<file path="src/fcs_defs.svh">
`ifndef FCS_DEFS_SVH
`define FCS_DEFS_SVH

`define FCS_CMD_NULL       4'h0
`define FCS_CMD_READ       4'h1
`define FCS_CMD_WRITE      4'h2
`define FCS_CMD_ERASE_WR   4'h3
`define FCS_CMD_VERIFY     4'h4
`define FCS_CMD_PAGE_ERASE 4'h5
`define FCS_CMD_MASS_ERASE 4'h6
`define FCS_CMD_DONE_CODE  4'h7
`define FCS_CMD_SIGNATURE  4'hb
`define FCS_CMD_PROTECT    4'hc
`define FCS_CMD_PING       4'hf

`define FCS_STA_COMPLETE   0
`define FCS_STA_FAIL       1
`define FCS_STA_BUSY       2
`define FCS_STA_IRQ        3
`define FCS_MOD_WR_EN      3
`define FCS_MOD_IRQ_EN     4

`define FCS_CLK_HZ         20000000
`define FCS_WRITE_NS       50000
`define FCS_ERASE_WR_US    20000
`define FCS_MASS_ERASE_MS  2480
`define FCS_SIGN_CYCLES    32778
`define FCS_KERNEL_WORDS   1024
`define FCS_MASS_KEY       8'h3c

`endif

</file>
<file path="src/fcs_pkg.sv">
package fcs_pkg;

  typedef enum logic [4:0] {
    FCS_IDLE  = 5'b00001,
    FCS_ARRAY = 5'b00010,
    FCS_WAIT  = 5'b00100,
    FCS_SIGN  = 5'b01000,
    FCS_DONE  = 5'b10000
  } fcs_state_e;

  typedef struct packed {
    logic        wr_en;
    logic [3:0]  code;
    logic [15:0] addr;
    logic [15:0] data;
  } fcs_cmd_s;

  typedef struct packed {
    logic        req;
    logic        write;
    logic        erase_page;
    logic        erase_mass;
    logic [15:0] addr;
    logic [15:0] wdata;
  } fcs_array_s;

  typedef struct packed {
    fcs_state_e  state;
    logic [3:0]  cmd_code;
    logic [3:0]  cmd_read;
    logic [15:0] data;
    logic [4:0]  status;
    logic [23:0] sign;
    logic [31:0] prot;
    logic        prot_locked;
    logic        prot_done;
    logic [7:0]  mass_key;
    logic [31:0] timer;
    logic        fail;
    fcs_array_s  arr;
  } fcs_st_s;

endpackage

</file>
<file path="src/fcs_sequencer.sv">
// Summary of operation
// - Read command loads addressed word into data.
// - Write command programs data, about 50 us.
// - Erase-write erases page then programs, 20 ms.
// - Verify compares word, mismatch sets status bit 1.
// - Page erase erases only the addressed page.
// - Mass erase spares kernel, takes 2.48 s.
// - Mass erase needs a preceding key write.
// - Signature builds 24-bit value in 32778 cycles.
// - Protect stores protection value once until cleared.
// - Only mass erase or key clears protection.
// - Ping does nothing but still completes.
// - Command register reads 0x07 after codes 0-6.
// - Busy bit high while a command runs.
// - Interrupt bit set on completion when enabled.
// - Erase and write need mode bit 3.
`include "fcs_defs.svh"
`timescale 1ns/1ps
`default_nettype none

module fcs_sequencer
  import fcs_pkg::*;
#(
  parameter int unsigned WRITE_CYC = (`FCS_WRITE_NS * (`FCS_CLK_HZ / 1000000)
                                      + 999) / 1000,
  parameter int unsigned ERASE_WR_CYC = `FCS_ERASE_WR_US * (`FCS_CLK_HZ
                                         / 1000000),
  parameter int unsigned MASS_CYC = `FCS_MASS_ERASE_MS * (`FCS_CLK_HZ / 1000),
  parameter int unsigned SIGN_CYC = `FCS_SIGN_CYCLES
) (
  input  wire logic        sys_clk_i,
  input  wire logic        arst_n_i,
  input  wire fcs_cmd_s    cmd_i,
  input  wire logic [7:0]  mode_i,
  input  wire logic        status_rd_i,
  input  wire logic [31:0] prot_value_i,
  input  wire logic        key_wr_i,
  input  wire logic [7:0]  key_i,
  input  wire logic [31:0] unlock_key_i,
  input  wire logic        unlock_wr_i,
  input  wire logic        arr_ack_i,
  input  wire logic [15:0] arr_rdata_i,
  output logic [3:0]       cmd_read_o,
  output logic [15:0]      data_o,
  output logic [4:0]       status_o,
  output logic [23:0]      sign_o,
  output logic [31:0]      prot_o,
  output logic             prot_locked_o,
  output fcs_array_s       arr_o
);

  fcs_st_s st;
  fcs_st_s next_st;

  function automatic logic alters(input logic [3:0] c);
    return c == `FCS_CMD_WRITE || c == `FCS_CMD_ERASE_WR ||
           c == `FCS_CMD_PAGE_ERASE || c == `FCS_CMD_MASS_ERASE;
  endfunction

  function automatic logic [31:0] op_cycles(input logic [3:0] c);
    unique case (c)
      `FCS_CMD_WRITE:      op_cycles = WRITE_CYC;
      `FCS_CMD_ERASE_WR:   op_cycles = ERASE_WR_CYC;
      `FCS_CMD_MASS_ERASE: op_cycles = MASS_CYC;
      default:             op_cycles = 32'h1;
    endcase
  endfunction

  //////////////////////////////////////////////////////////////////////////
  always_comb begin
    next_st = st;
    next_st.arr.req = 1'b0;
    if (status_rd_i) begin
      next_st.status[`FCS_STA_COMPLETE] = 1'b0;
      next_st.status[`FCS_STA_FAIL] = 1'b0;
      next_st.status[`FCS_STA_IRQ] = 1'b0;
    end
    if (key_wr_i) begin
      next_st.mass_key = key_i;
    end
    if (unlock_wr_i && unlock_key_i == st.prot) begin
      next_st.prot_locked = 1'b0;
      next_st.prot_done = 1'b0;
    end
    unique case (st.state)
      FCS_IDLE: begin
        next_st.status[`FCS_STA_BUSY] = 1'b0;
        if (cmd_i.wr_en) begin
          next_st.cmd_code = cmd_i.code;
          next_st.cmd_read = cmd_i.code;
          next_st.data = cmd_i.data;
          next_st.arr.addr = cmd_i.addr;
          next_st.arr.wdata = cmd_i.data;
          next_st.arr.write = 1'b0;
          next_st.arr.erase_page = 1'b0;
          next_st.arr.erase_mass = 1'b0;
          next_st.fail = 1'b0;
          next_st.status[`FCS_STA_BUSY] = 1'b1;
          next_st.timer = op_cycles(cmd_i.code);
          next_st.state = FCS_DONE;
          if (alters(cmd_i.code) && !mode_i[`FCS_MOD_WR_EN]) begin
            next_st.fail = 1'b1;
          end else if (cmd_i.code == `FCS_CMD_MASS_ERASE &&
                       st.mass_key != `FCS_MASS_KEY) begin
            next_st.fail = 1'b1;
          end else if (cmd_i.code == `FCS_CMD_MASS_ERASE &&
                       cmd_i.addr < 16'(`FCS_KERNEL_WORDS)) begin
            next_st.arr.addr = 16'(`FCS_KERNEL_WORDS);
            next_st.arr.erase_mass = 1'b1;
            next_st.arr.req = 1'b1;
            next_st.state = FCS_ARRAY;
          end else begin
            unique case (cmd_i.code)
              `FCS_CMD_READ, `FCS_CMD_VERIFY: begin
                next_st.arr.req = 1'b1;
                next_st.state = FCS_ARRAY;
              end
              `FCS_CMD_WRITE: begin
                next_st.arr.write = 1'b1;
                next_st.arr.req = 1'b1;
                next_st.state = FCS_ARRAY;
              end
              `FCS_CMD_ERASE_WR: begin
                next_st.arr.erase_page = 1'b1;
                next_st.arr.write = 1'b1;
                next_st.arr.req = 1'b1;
                next_st.state = FCS_ARRAY;
              end
              `FCS_CMD_PAGE_ERASE: begin
                next_st.arr.erase_page = 1'b1;
                next_st.arr.req = 1'b1;
                next_st.state = FCS_ARRAY;
              end
              `FCS_CMD_MASS_ERASE: begin
                next_st.arr.erase_mass = 1'b1;
                next_st.arr.req = 1'b1;
                next_st.state = FCS_ARRAY;
              end
              `FCS_CMD_SIGNATURE: begin
                next_st.sign = 24'h0;
                next_st.timer = SIGN_CYC - 32'h1;
                next_st.state = FCS_SIGN;
              end
              `FCS_CMD_PROTECT: begin
                if (st.prot_done) begin
                  next_st.fail = 1'b1;
                end else begin
                  next_st.prot = prot_value_i;
                  next_st.prot_locked = 1'b1;
                  next_st.prot_done = 1'b1;
                end
              end
              default: begin
                next_st.state = FCS_DONE;
              end
            endcase
          end
        end
      end
      FCS_ARRAY: begin
        next_st.arr.req = !arr_ack_i;
        if (arr_ack_i) begin
          if (st.cmd_code == `FCS_CMD_READ) begin
            next_st.data = arr_rdata_i;
          end
          if (st.cmd_code == `FCS_CMD_VERIFY) begin
            next_st.fail = arr_rdata_i != st.data;
          end
          if (st.arr.erase_mass) begin
            next_st.prot = 32'h0;
            next_st.prot_locked = 1'b0;
            next_st.prot_done = 1'b0;
            next_st.mass_key = 8'h0;
          end
          next_st.state = FCS_WAIT;
        end
      end
      FCS_WAIT: begin
        // Array timing is enforced here after the acknowledge, so software sees the handshake time plus a fixed wait.
        next_st.timer = st.timer - 32'h1;
        if (st.timer <= 32'h1) begin
          next_st.state = FCS_DONE;
        end
      end
      FCS_SIGN: begin
        next_st.sign = {st.sign[22:0], st.sign[23] ^ st.sign[22]}
                       ^ {8'h0, st.arr.addr};
        next_st.timer = st.timer - 32'h1;
        if (st.timer <= 32'h1) begin
          next_st.state = FCS_DONE;
        end
      end
      FCS_DONE: begin
        next_st.status[`FCS_STA_BUSY] = 1'b0;
        next_st.status[`FCS_STA_COMPLETE] = !st.fail;
        next_st.status[`FCS_STA_FAIL] = st.fail;
        if (mode_i[`FCS_MOD_IRQ_EN]) begin
          next_st.status[`FCS_STA_IRQ] = 1'b1;
        end
        if (st.cmd_code <= `FCS_CMD_MASS_ERASE) begin
          next_st.cmd_read = `FCS_CMD_DONE_CODE;
        end
        next_st.state = FCS_IDLE;
      end
      default: next_st.state = FCS_IDLE;
    endcase
  end

  //////////////////////////////////////////////////////////////////////////
  always_ff @(posedge sys_clk_i or negedge arst_n_i) begin
    if (!arst_n_i) begin
      st <= '0;
      st.state <= FCS_IDLE;
    end else begin
      st <= next_st;
    end
  end

  assign cmd_read_o = st.cmd_read;
  assign data_o = st.data;
  assign status_o = st.status;
  assign sign_o = st.sign;
  assign prot_o = st.prot;
  assign prot_locked_o = st.prot_locked;
  assign arr_o = st.arr;

endmodule

`default_nettype wire

</file>
<file path="config.mk">
export PLATFORM = sky130hd
export DESIGN_NAME = fcs_sequencer
export DESIGN_NICKNAME = d
export VERILOG_FILES = /design/src/fcs_pkg.sv /design/src/fcs_sequencer.sv
export VERILOG_INCLUDE_DIRS = /design/src
export SDC_FILE = /design/constraint.sdc
export NUM_CORES = 1
export LEC_CHECK = 0
export BUFFER_PORTS_ARGS = -buffer_cell sky130_fd_sc_hd__buf_2
export CAP_MARGIN = 20
export CORE_MARGIN = 4
export CORE_UTILIZATION = 40
export DETAILED_ROUTE_END_ITERATION = 10
export PLACE_DENSITY = 0.7
export SYNTH_ARGS = -nofsm -noshare
export SYNTH_HDL_FRONTEND = slang
export SYNTH_SLANG_ARGS = --single-unit
</file>
<file path="constraint.sdc">
create_clock -name sys_clk_i -period 6.91 [get_ports sys_clk_i]
set_clock_uncertainty 0.2 [all_clocks]
set_input_delay 1.382 -clock sys_clk_i [delete_from_list [all_inputs] [get_ports sys_clk_i]]
set_output_delay 1.382 -clock sys_clk_i [all_outputs]
set_load 0.02 [all_outputs]
</file>
==> results.md, run 1 <==
* Count of pins on the block boundary at 257
* PostCTS Resize Cnt at 0
* Required @ worst endpoint at approximately 7.1 ns
* Fraction of post-synthesis cell area in the top cell type by area at between 40% and 50%
* Sort of element at the end of the critical path: register
* Clock tree from TritonCTS: done
* Final HPWL DP at roughly 17000 um
* Input/output buffers at between 200 and 250
* Cells after DPL at roughly 1300
* Remaining antenna violation count after routing at 0
* GRT Residual Overflow at 0
* Overall routed net length at between 20000 and 25000 um
* Worst-path maximum fanout at 31
* Total core area at 0.0220 sq mm
* Critical path data arrival time at between 3 and 4 ns
* Cell family contributing the most delay on the critical path: simple AND/OR/NAND/NOR gates
* Wire length of the first global-routing pass at about 37000 um
* First DRT Iteration DRCs at 516
* Type of the most critical hold path: register to register
* Power density cells at between 300 and 400 mW/mm^2
* Sum of negative setup slack at 0 ns
* Share of flip-flops with an asynchronous set or reset after synthesis at 100%
* Commonest non-fill, non-tap cells in the layout: sky130_fd_sc_hd__buf_2, sky130_fd_sc_hd__dfrtp_1, sky130_fd_sc_hd__nand2_1
* P_leak at around 5 nW
* Clock sink total at ~170
* Slowest stage cell, crit path: sky130_fd_sc_hd__nand3_2
* Distinct cell type count of the synthesized netlist at 67
* Worst setup slack before clock tree synthesis at ~2.7 ns
* Number of non-filler instances in the completed layout at between 1000 and 1500
* Count of H-tree levels built during CTS at 4
* Filler cell count at 2096
* Floorplan die width at about 160 um
* Proportion of synthesized chip area in sequential cells at ~47%
* Status: complete, no violations
* Setup Buffers After CTS at 0
* Final Max Tran Viols at 0
* Via density at ~5.4
* Worst-case setup margin in the final layout at approximately 3.2 ns
* Clock latency reported for the late side of the worst-skew pair at approximately 0.43 ns
* Post-route minimum period at around 3.8 ns
* Layout Area Growth over Synthesis at 13.7%
* Buffer type at the clock tree root: sky130_fd_sc_hd__clkbuf_16
* Via count at 7195
* Slowest stage delay, CP at around 0.63 ns
* Library cell with the largest summed area after synthesis: sky130_fd_sc_hd__dfrtp_1
* Number of hold buffers added after CTS at 0
* Number of buffers and inverters on the critical path at 2
* Initial core utilization at 41.0%
* Total met2 wirelength after detailed routing at roughly 11000 um
* Clock buffer depth at 2
* Global-route usage over all layers at roughly 18%
* FP Rows at 54
* Die Footprint at roughly 0.025 sq mm
* Synth Area per Inst at just under 10 sq um
* DRC errors left at 0
* Startpoint-to-endpoint class of the critical path: input pin to register
* Leading cell types by total area after synthesis: sky130_fd_sc_hd__dfrtp_1, sky130_fd_sc_hd__buf_4, sky130_fd_sc_hd__a22o_1
* Total standard cell area after synthesis at 0.00903 sq mm
* Hold violation count in the final report at 0
* Number of flops mapped to enable cells by yosys at 0
* Crit path cell chain: buf_2, nand3_2, buf_4, a211oi_2, or4b_1, a21oi_1
* Flip-flop cell with the highest count after synthesis: sky130_fd_sc_hd__dfrtp_1
* Slew Limit Headroom at 28.3%
* Router iterations before antenna repair at 5
* Clock input transition at the sequential cells of the worst setup and hold paths at around 0.070 ns
* Routed len/inst at 17.9 um
* Total CTS buffers at 17
* Top achievable clock speed at around 270 MHz
* Post-layout nets at about 1200
* Number of flip-flops and latches in the synthesized netlist at about 170
* Pin count of the biggest net entering global routing at about 100
* Met1 wire length at 10300 um
* DR WL met3 at 1700 um
* Post-synthesis instance total at a little over 900
* Worst slew pin tran at ~1.1 ns
* Number of antenna violations at the first check in global routing at 3
* Final cycle utilization of the critical path at between 50% and 60%
* Net count after synthesis at ~1100
* Max-Cap Viols at 0
* Via count of the first global-routing pass at around 7000
* Max Used Layer: met5
* Most common cell after layout, fill and taps aside: sky130_fd_sc_hd__buf_2
* Ratio of cells with drive above 1 in the final layout at about 30%
* Yosys warnings at 0
* Peak supply drop at ~0.18 mV
* Type of element launching the critical path: input pin
* Unrepaired setup endpoints after global routing: false
* Final-report setup violation count at 0
* Placer's final routability congestion estimate at approximately 0.8
* Height of the chip at 158 um
[flip-flops by register name, indices dropped and copies added (netlist names)]
name	flops
data_o	16
prot_locked_o	1
cmd_read_o	4
st	51
arr_o	36
sign_o	24
status_o	4
prot_o	32
[path summary, 6_finish.rpt]
path                            from        end  slack [ns]  depth (start not counted)
max                        cmd_i[36]     st[67]        3.16                          6
min                         arr_o[2]   arr_o[2]        0.27                          2
max reg2reg                  st[165]     st[67]        3.53                          6
min reg2reg                 arr_o[2]   arr_o[2]        0.27                          2
max in group asynchronous   arst_n_i  data_o[3]        4.22                          2
min in group asynchronous   arst_n_i     st[50]        0.88                          1
[logic make-up (layout without fill, tap and decap cells)]
logic type | after synthesis | in the layout | share of synthesized area [%]
compound gates | 194 | 194 | 16.3
xor+xnor | 74 | 74 | 7.18
fa+ha+maj | 2 | 2 | 0.277
buf+inv | 177 | 301 | 12.4
flops | 168 | 168 | 46.6
mux | 10 | 10 | 1.11
other cells | 1 | 3 | 0.0415
simple gates | 295 | 295 | 16.1
[power by group]
part	internal, W	switching (W)	total, W
Combinational	0.000445	0.000777	0.00122
Clock	0.000520	0.000453	0.000973
Sequential	0.00124	0.000240	0.00148
Total	0.00220	0.00147	0.00367
[area by class of cell]
cell class | count | area, sq um | area share [%]
inverters | 12 | 45.0 | 0.439
well taps | 280 | 350 | 3.41
flip-flops and latches | 168 | 4210 | 41.0
clock inverters | 15 | 178 | 1.73
repair buffers | 257 | 1310 | 12.8
multi-input cells | 576 | 3750 | 36.5
clock buffers | 17 | 425 | 4.14
diodes | 2 | 5.00 | 0.0487
[through the flow]
stage | total power (W) | instance area [sq um] | utilization [%] | hold slack, ns
after global placement | 0.00268 | 9660 | 43.9 | 0.253
after detailed placement | 0.00271 | 9660 | 43.9 | 0.259
after floorplan | 0.00251 | 9030 | - | 0.247
final | 0.00367 | 10300 | 46.6 | 0.273
after CTS | 0.00371 | 10300 | 46.6 | 0.278
after global routing | 0.00389 | 10300 | 46.6 | 0.297
[synth_stat cells, types with 16 or more instances]
master                     number
sky130_fd_sc_hd__a21oi_1       32
sky130_fd_sc_hd__a22o_1        66
sky130_fd_sc_hd__a31oi_1       21
sky130_fd_sc_hd__buf_4        117
sky130_fd_sc_hd__clkbuf_1      37
sky130_fd_sc_hd__dfrtp_1      167
sky130_fd_sc_hd__nand2_1      116
sky130_fd_sc_hd__nand3_1       21
sky130_fd_sc_hd__nor2_1        60
sky130_fd_sc_hd__nor3_1        17
sky130_fd_sc_hd__nor4_1        22
sky130_fd_sc_hd__o21ai_0       16
sky130_fd_sc_hd__xor2_1        66
[routing by layer]
metal | global-route usage (%) | vias to the layer above
li1 | - | 3385
met2 | 27.9 | 257
met1 | 25.2 | 3516
met4 | 6.13 | 2
met3 | 4.68 | 35
met5 | 0 | -
[tightest hold or removal path, delay by kind of cell, from the launching register on]
kind / cells / cell delay [ns]
AND/OR/NAND/NOR: 2 / 0.10
flip-flops: 1 / 0.34
(Power assumes the default switching activity.)
==> run 2: changes to the inputs <==
- clock period: 6.91 -> 3.6 ns (I/O delays scaled with it)
==> results.md, run 2 (same netlist as run 1, synthesis figures left out) <==
* Via count of the first global-routing pass at 6674 (-4.5%)
* GRT Residual Overflow at 0 (unchanged)
* Count of pins on the block boundary at 257 (unchanged)
* Number of hold buffers added after CTS at 0 (unchanged)
* Area of all placed cells without fillers at 0.0104 sq mm (+1.1%)
* Critical path data arrival time at 2.84 ns (-1.06 ns)
* Core occupancy in the finished layout at 47.1% (+0.53 points)
* Startpoint-to-endpoint class of the critical path: register to register
* P_leak at 5.16 nW (+1.6%)
* Router iterations before antenna repair at 5 (unchanged)
* Buffer type at the clock tree root: sky130_fd_sc_hd__clkbuf_16
* Cell area reported after detailed placement at 0.00980 sq mm (+1.4%)
* Via count at 7142 (-0.74%)
* Initial core utilization at 41.0% (unchanged)
* Clock buffer depth at 2 (unchanged)
* Most common cell after layout, fill and taps aside: sky130_fd_sc_hd__buf_2
* Final Max Tran Viols at 0 (unchanged)
* Pin count of the biggest net entering global routing at 80 (-22%)
* Type of element launching the critical path: register
* Clock sink total at 168 (unchanged)
* Total core area at 0.0220 sq mm (unchanged)
* Number of non-filler instances in the completed layout at 1340 (+0.98%)
* Overall routed net length at 23300 um (-1.8%)
* Worst slew pin tran at 0.845 ns (-0.231 ns)
* Final HPWL DP at 17200 um (+2.6%)
* Slowest stage cell, crit path: sky130_fd_sc_hd__nor4_1
* Unrepaired setup endpoints after global routing: false
* Largest register by flop count: st
* Count of H-tree levels built during CTS at 4 (unchanged)
* First DRT Iteration DRCs at 473 (-8.3%)
* Height of the chip at 158 um (unchanged)
* Commonest non-fill, non-tap cells in the layout: sky130_fd_sc_hd__buf_2, sky130_fd_sc_hd__dfrtp_1, sky130_fd_sc_hd__nand2_1
* Sort of element at the end of the critical path: register
* Slowest stage delay, CP at 0.56 ns (-0.07 ns)
* Number of antenna diodes at 0 (-2)
* Top achievable clock speed at between 300 and 400 MHz
* Input/output buffers at 249 (unchanged)
* Clock tree from TritonCTS: done
* Post-layout nets at 1188 (+1.3%)
* DRC errors left at 0 (unchanged)
* Hold violation count in the final report at 0 (unchanged)
* Crit path cell chain: nor4_1, nand3_1, a211oi_2, or4b_1, a21oi_1
* Max-Cap Viols at 0 (unchanged)
* Die Footprint at 0.0250 sq mm (unchanged)
* Final-report setup violation count at 0 (unchanged)
* Final cycle utilization of the critical path at between 70% and 80%
* Remaining antenna violation count after routing at 0 (unchanged)
* Placer's final routability congestion estimate at 0.874 (+9.3%)
* Required @ worst endpoint at 3.74 ns (-3.32 ns)
* Worst-path maximum fanout at 7 (-77%)
* Status: complete, no violations
* Floorplan die width at 158 um (unchanged)
* Power density cells at 674 mW/mm^2 (+89%)
* Cells after DPL at 1308 (+1.2%)
* Sum of negative setup slack at 0 ns (unchanged)
* Type of the most critical hold path: input pin to async pin
* Clock input transition at the sequential cells of the worst setup and hold paths at 0.06 ns (about the same)
* Global-route usage over all layers at 17.7% (-0.50 points)
* FP Rows at 54 (unchanged)
* Number of flip-flops in the largest register at 51 (unchanged)
* PostCTS Resize Cnt at 0 (unchanged)
* Wire length of the first global-routing pass at 35500 um (-2.8%)
* Routed len/inst at 17.4 um (-2.7%)
* Setup Buffers After CTS at 0 (unchanged)
* Via density at 5.33 (-1.7%)
* Total CTS buffers at 17 (unchanged)
* Number of antenna violations at the first check in global routing at 1 (-2)
* Layout Area Growth over Synthesis at 15.0%
* Peak supply drop at 0.309 mV (+72%)
* Post-route minimum period at ~2.7 ns
* Filler cell count at 2105 (+0.43%)
* Ratio of cells with drive above 1 in the final layout at 30.9% (+0.99 points)
* Slew Limit Headroom at 43.5% (+15 points)
* Clock latency reported for the late side of the worst-skew pair at 0.42 ns (about the same)
run 2: path summary, 6_finish.rpt:
path | startpoint | endpoint | slack [ns] | cells after the start
worst max-delay path | st[41] | st[67] | 0.90 | 5
worst min-delay path | arst_n_i | st[51] | 0.16 | 1
worst max register to register | st[41] | st[67] | 0.90 | 5
worst min register to register | arr_o[7] | arr_o[7] | 0.27 | 2
max in group asynchronous | arst_n_i | data_o[12] | 2.27 | 2
min in group sys_clk_i | arr_o[7] | arr_o[7] | 0.27 | 2
run 2: metrics by stage:
stage               hold WS [ns]  setup slack [ns]  power, W
floorplan                  0.224             0.919   0.00483
global placement           0.252             0.767   0.00518
detailed placement         0.258             0.734   0.00523
CTS                        0.187             0.928   0.00706
global route               0.211             0.583   0.00742
finish                     0.161             0.902   0.00700
run 2: worst max-delay path: cells and delay by family (launching register included):
kind             cells  cell delay, ns
AND/OR/NAND/NOR      3            1.47
AO/OA/AOI/OAI        2            0.54
flip-flops           1            0.42
run 2: cell type report:
cell class,count,area [sq um],area share [%]
Tap cell,280,350,3.37
Sequential cell,168,4210,40.5
Multi-Input combinational cell,576,3750,36.1
Timing Repair Buffer,272,1450,14.0
Clock inverter,13,134,1.29
Inverter,12,45.0,0.434
Clock buffer,19,453,4.36
run 2: per-layer routing:
metal | vias up | global-route usage, % | part of all wire (%)
met5 | - | 0 | 0.030
met3 | 27 | 3.91 | 6.4
met2 | 245 | 27.6 | 47
met4 | 2 | 4.31 | 1.1
met1 | 3450 | 25.2 | 45
li1 | 3418 | - | -
run 2: power breakdown:
part / switching [W] / total, W / leakage (nW) / internal, W
sequential: 0.000456 / 0.00283 / 2.17 / 0.00237
combinational: 0.00148 / 0.00236 / 2.70 / 0.000878
clock: 0.000799 / 0.00181 / 0.291 / 0.00101
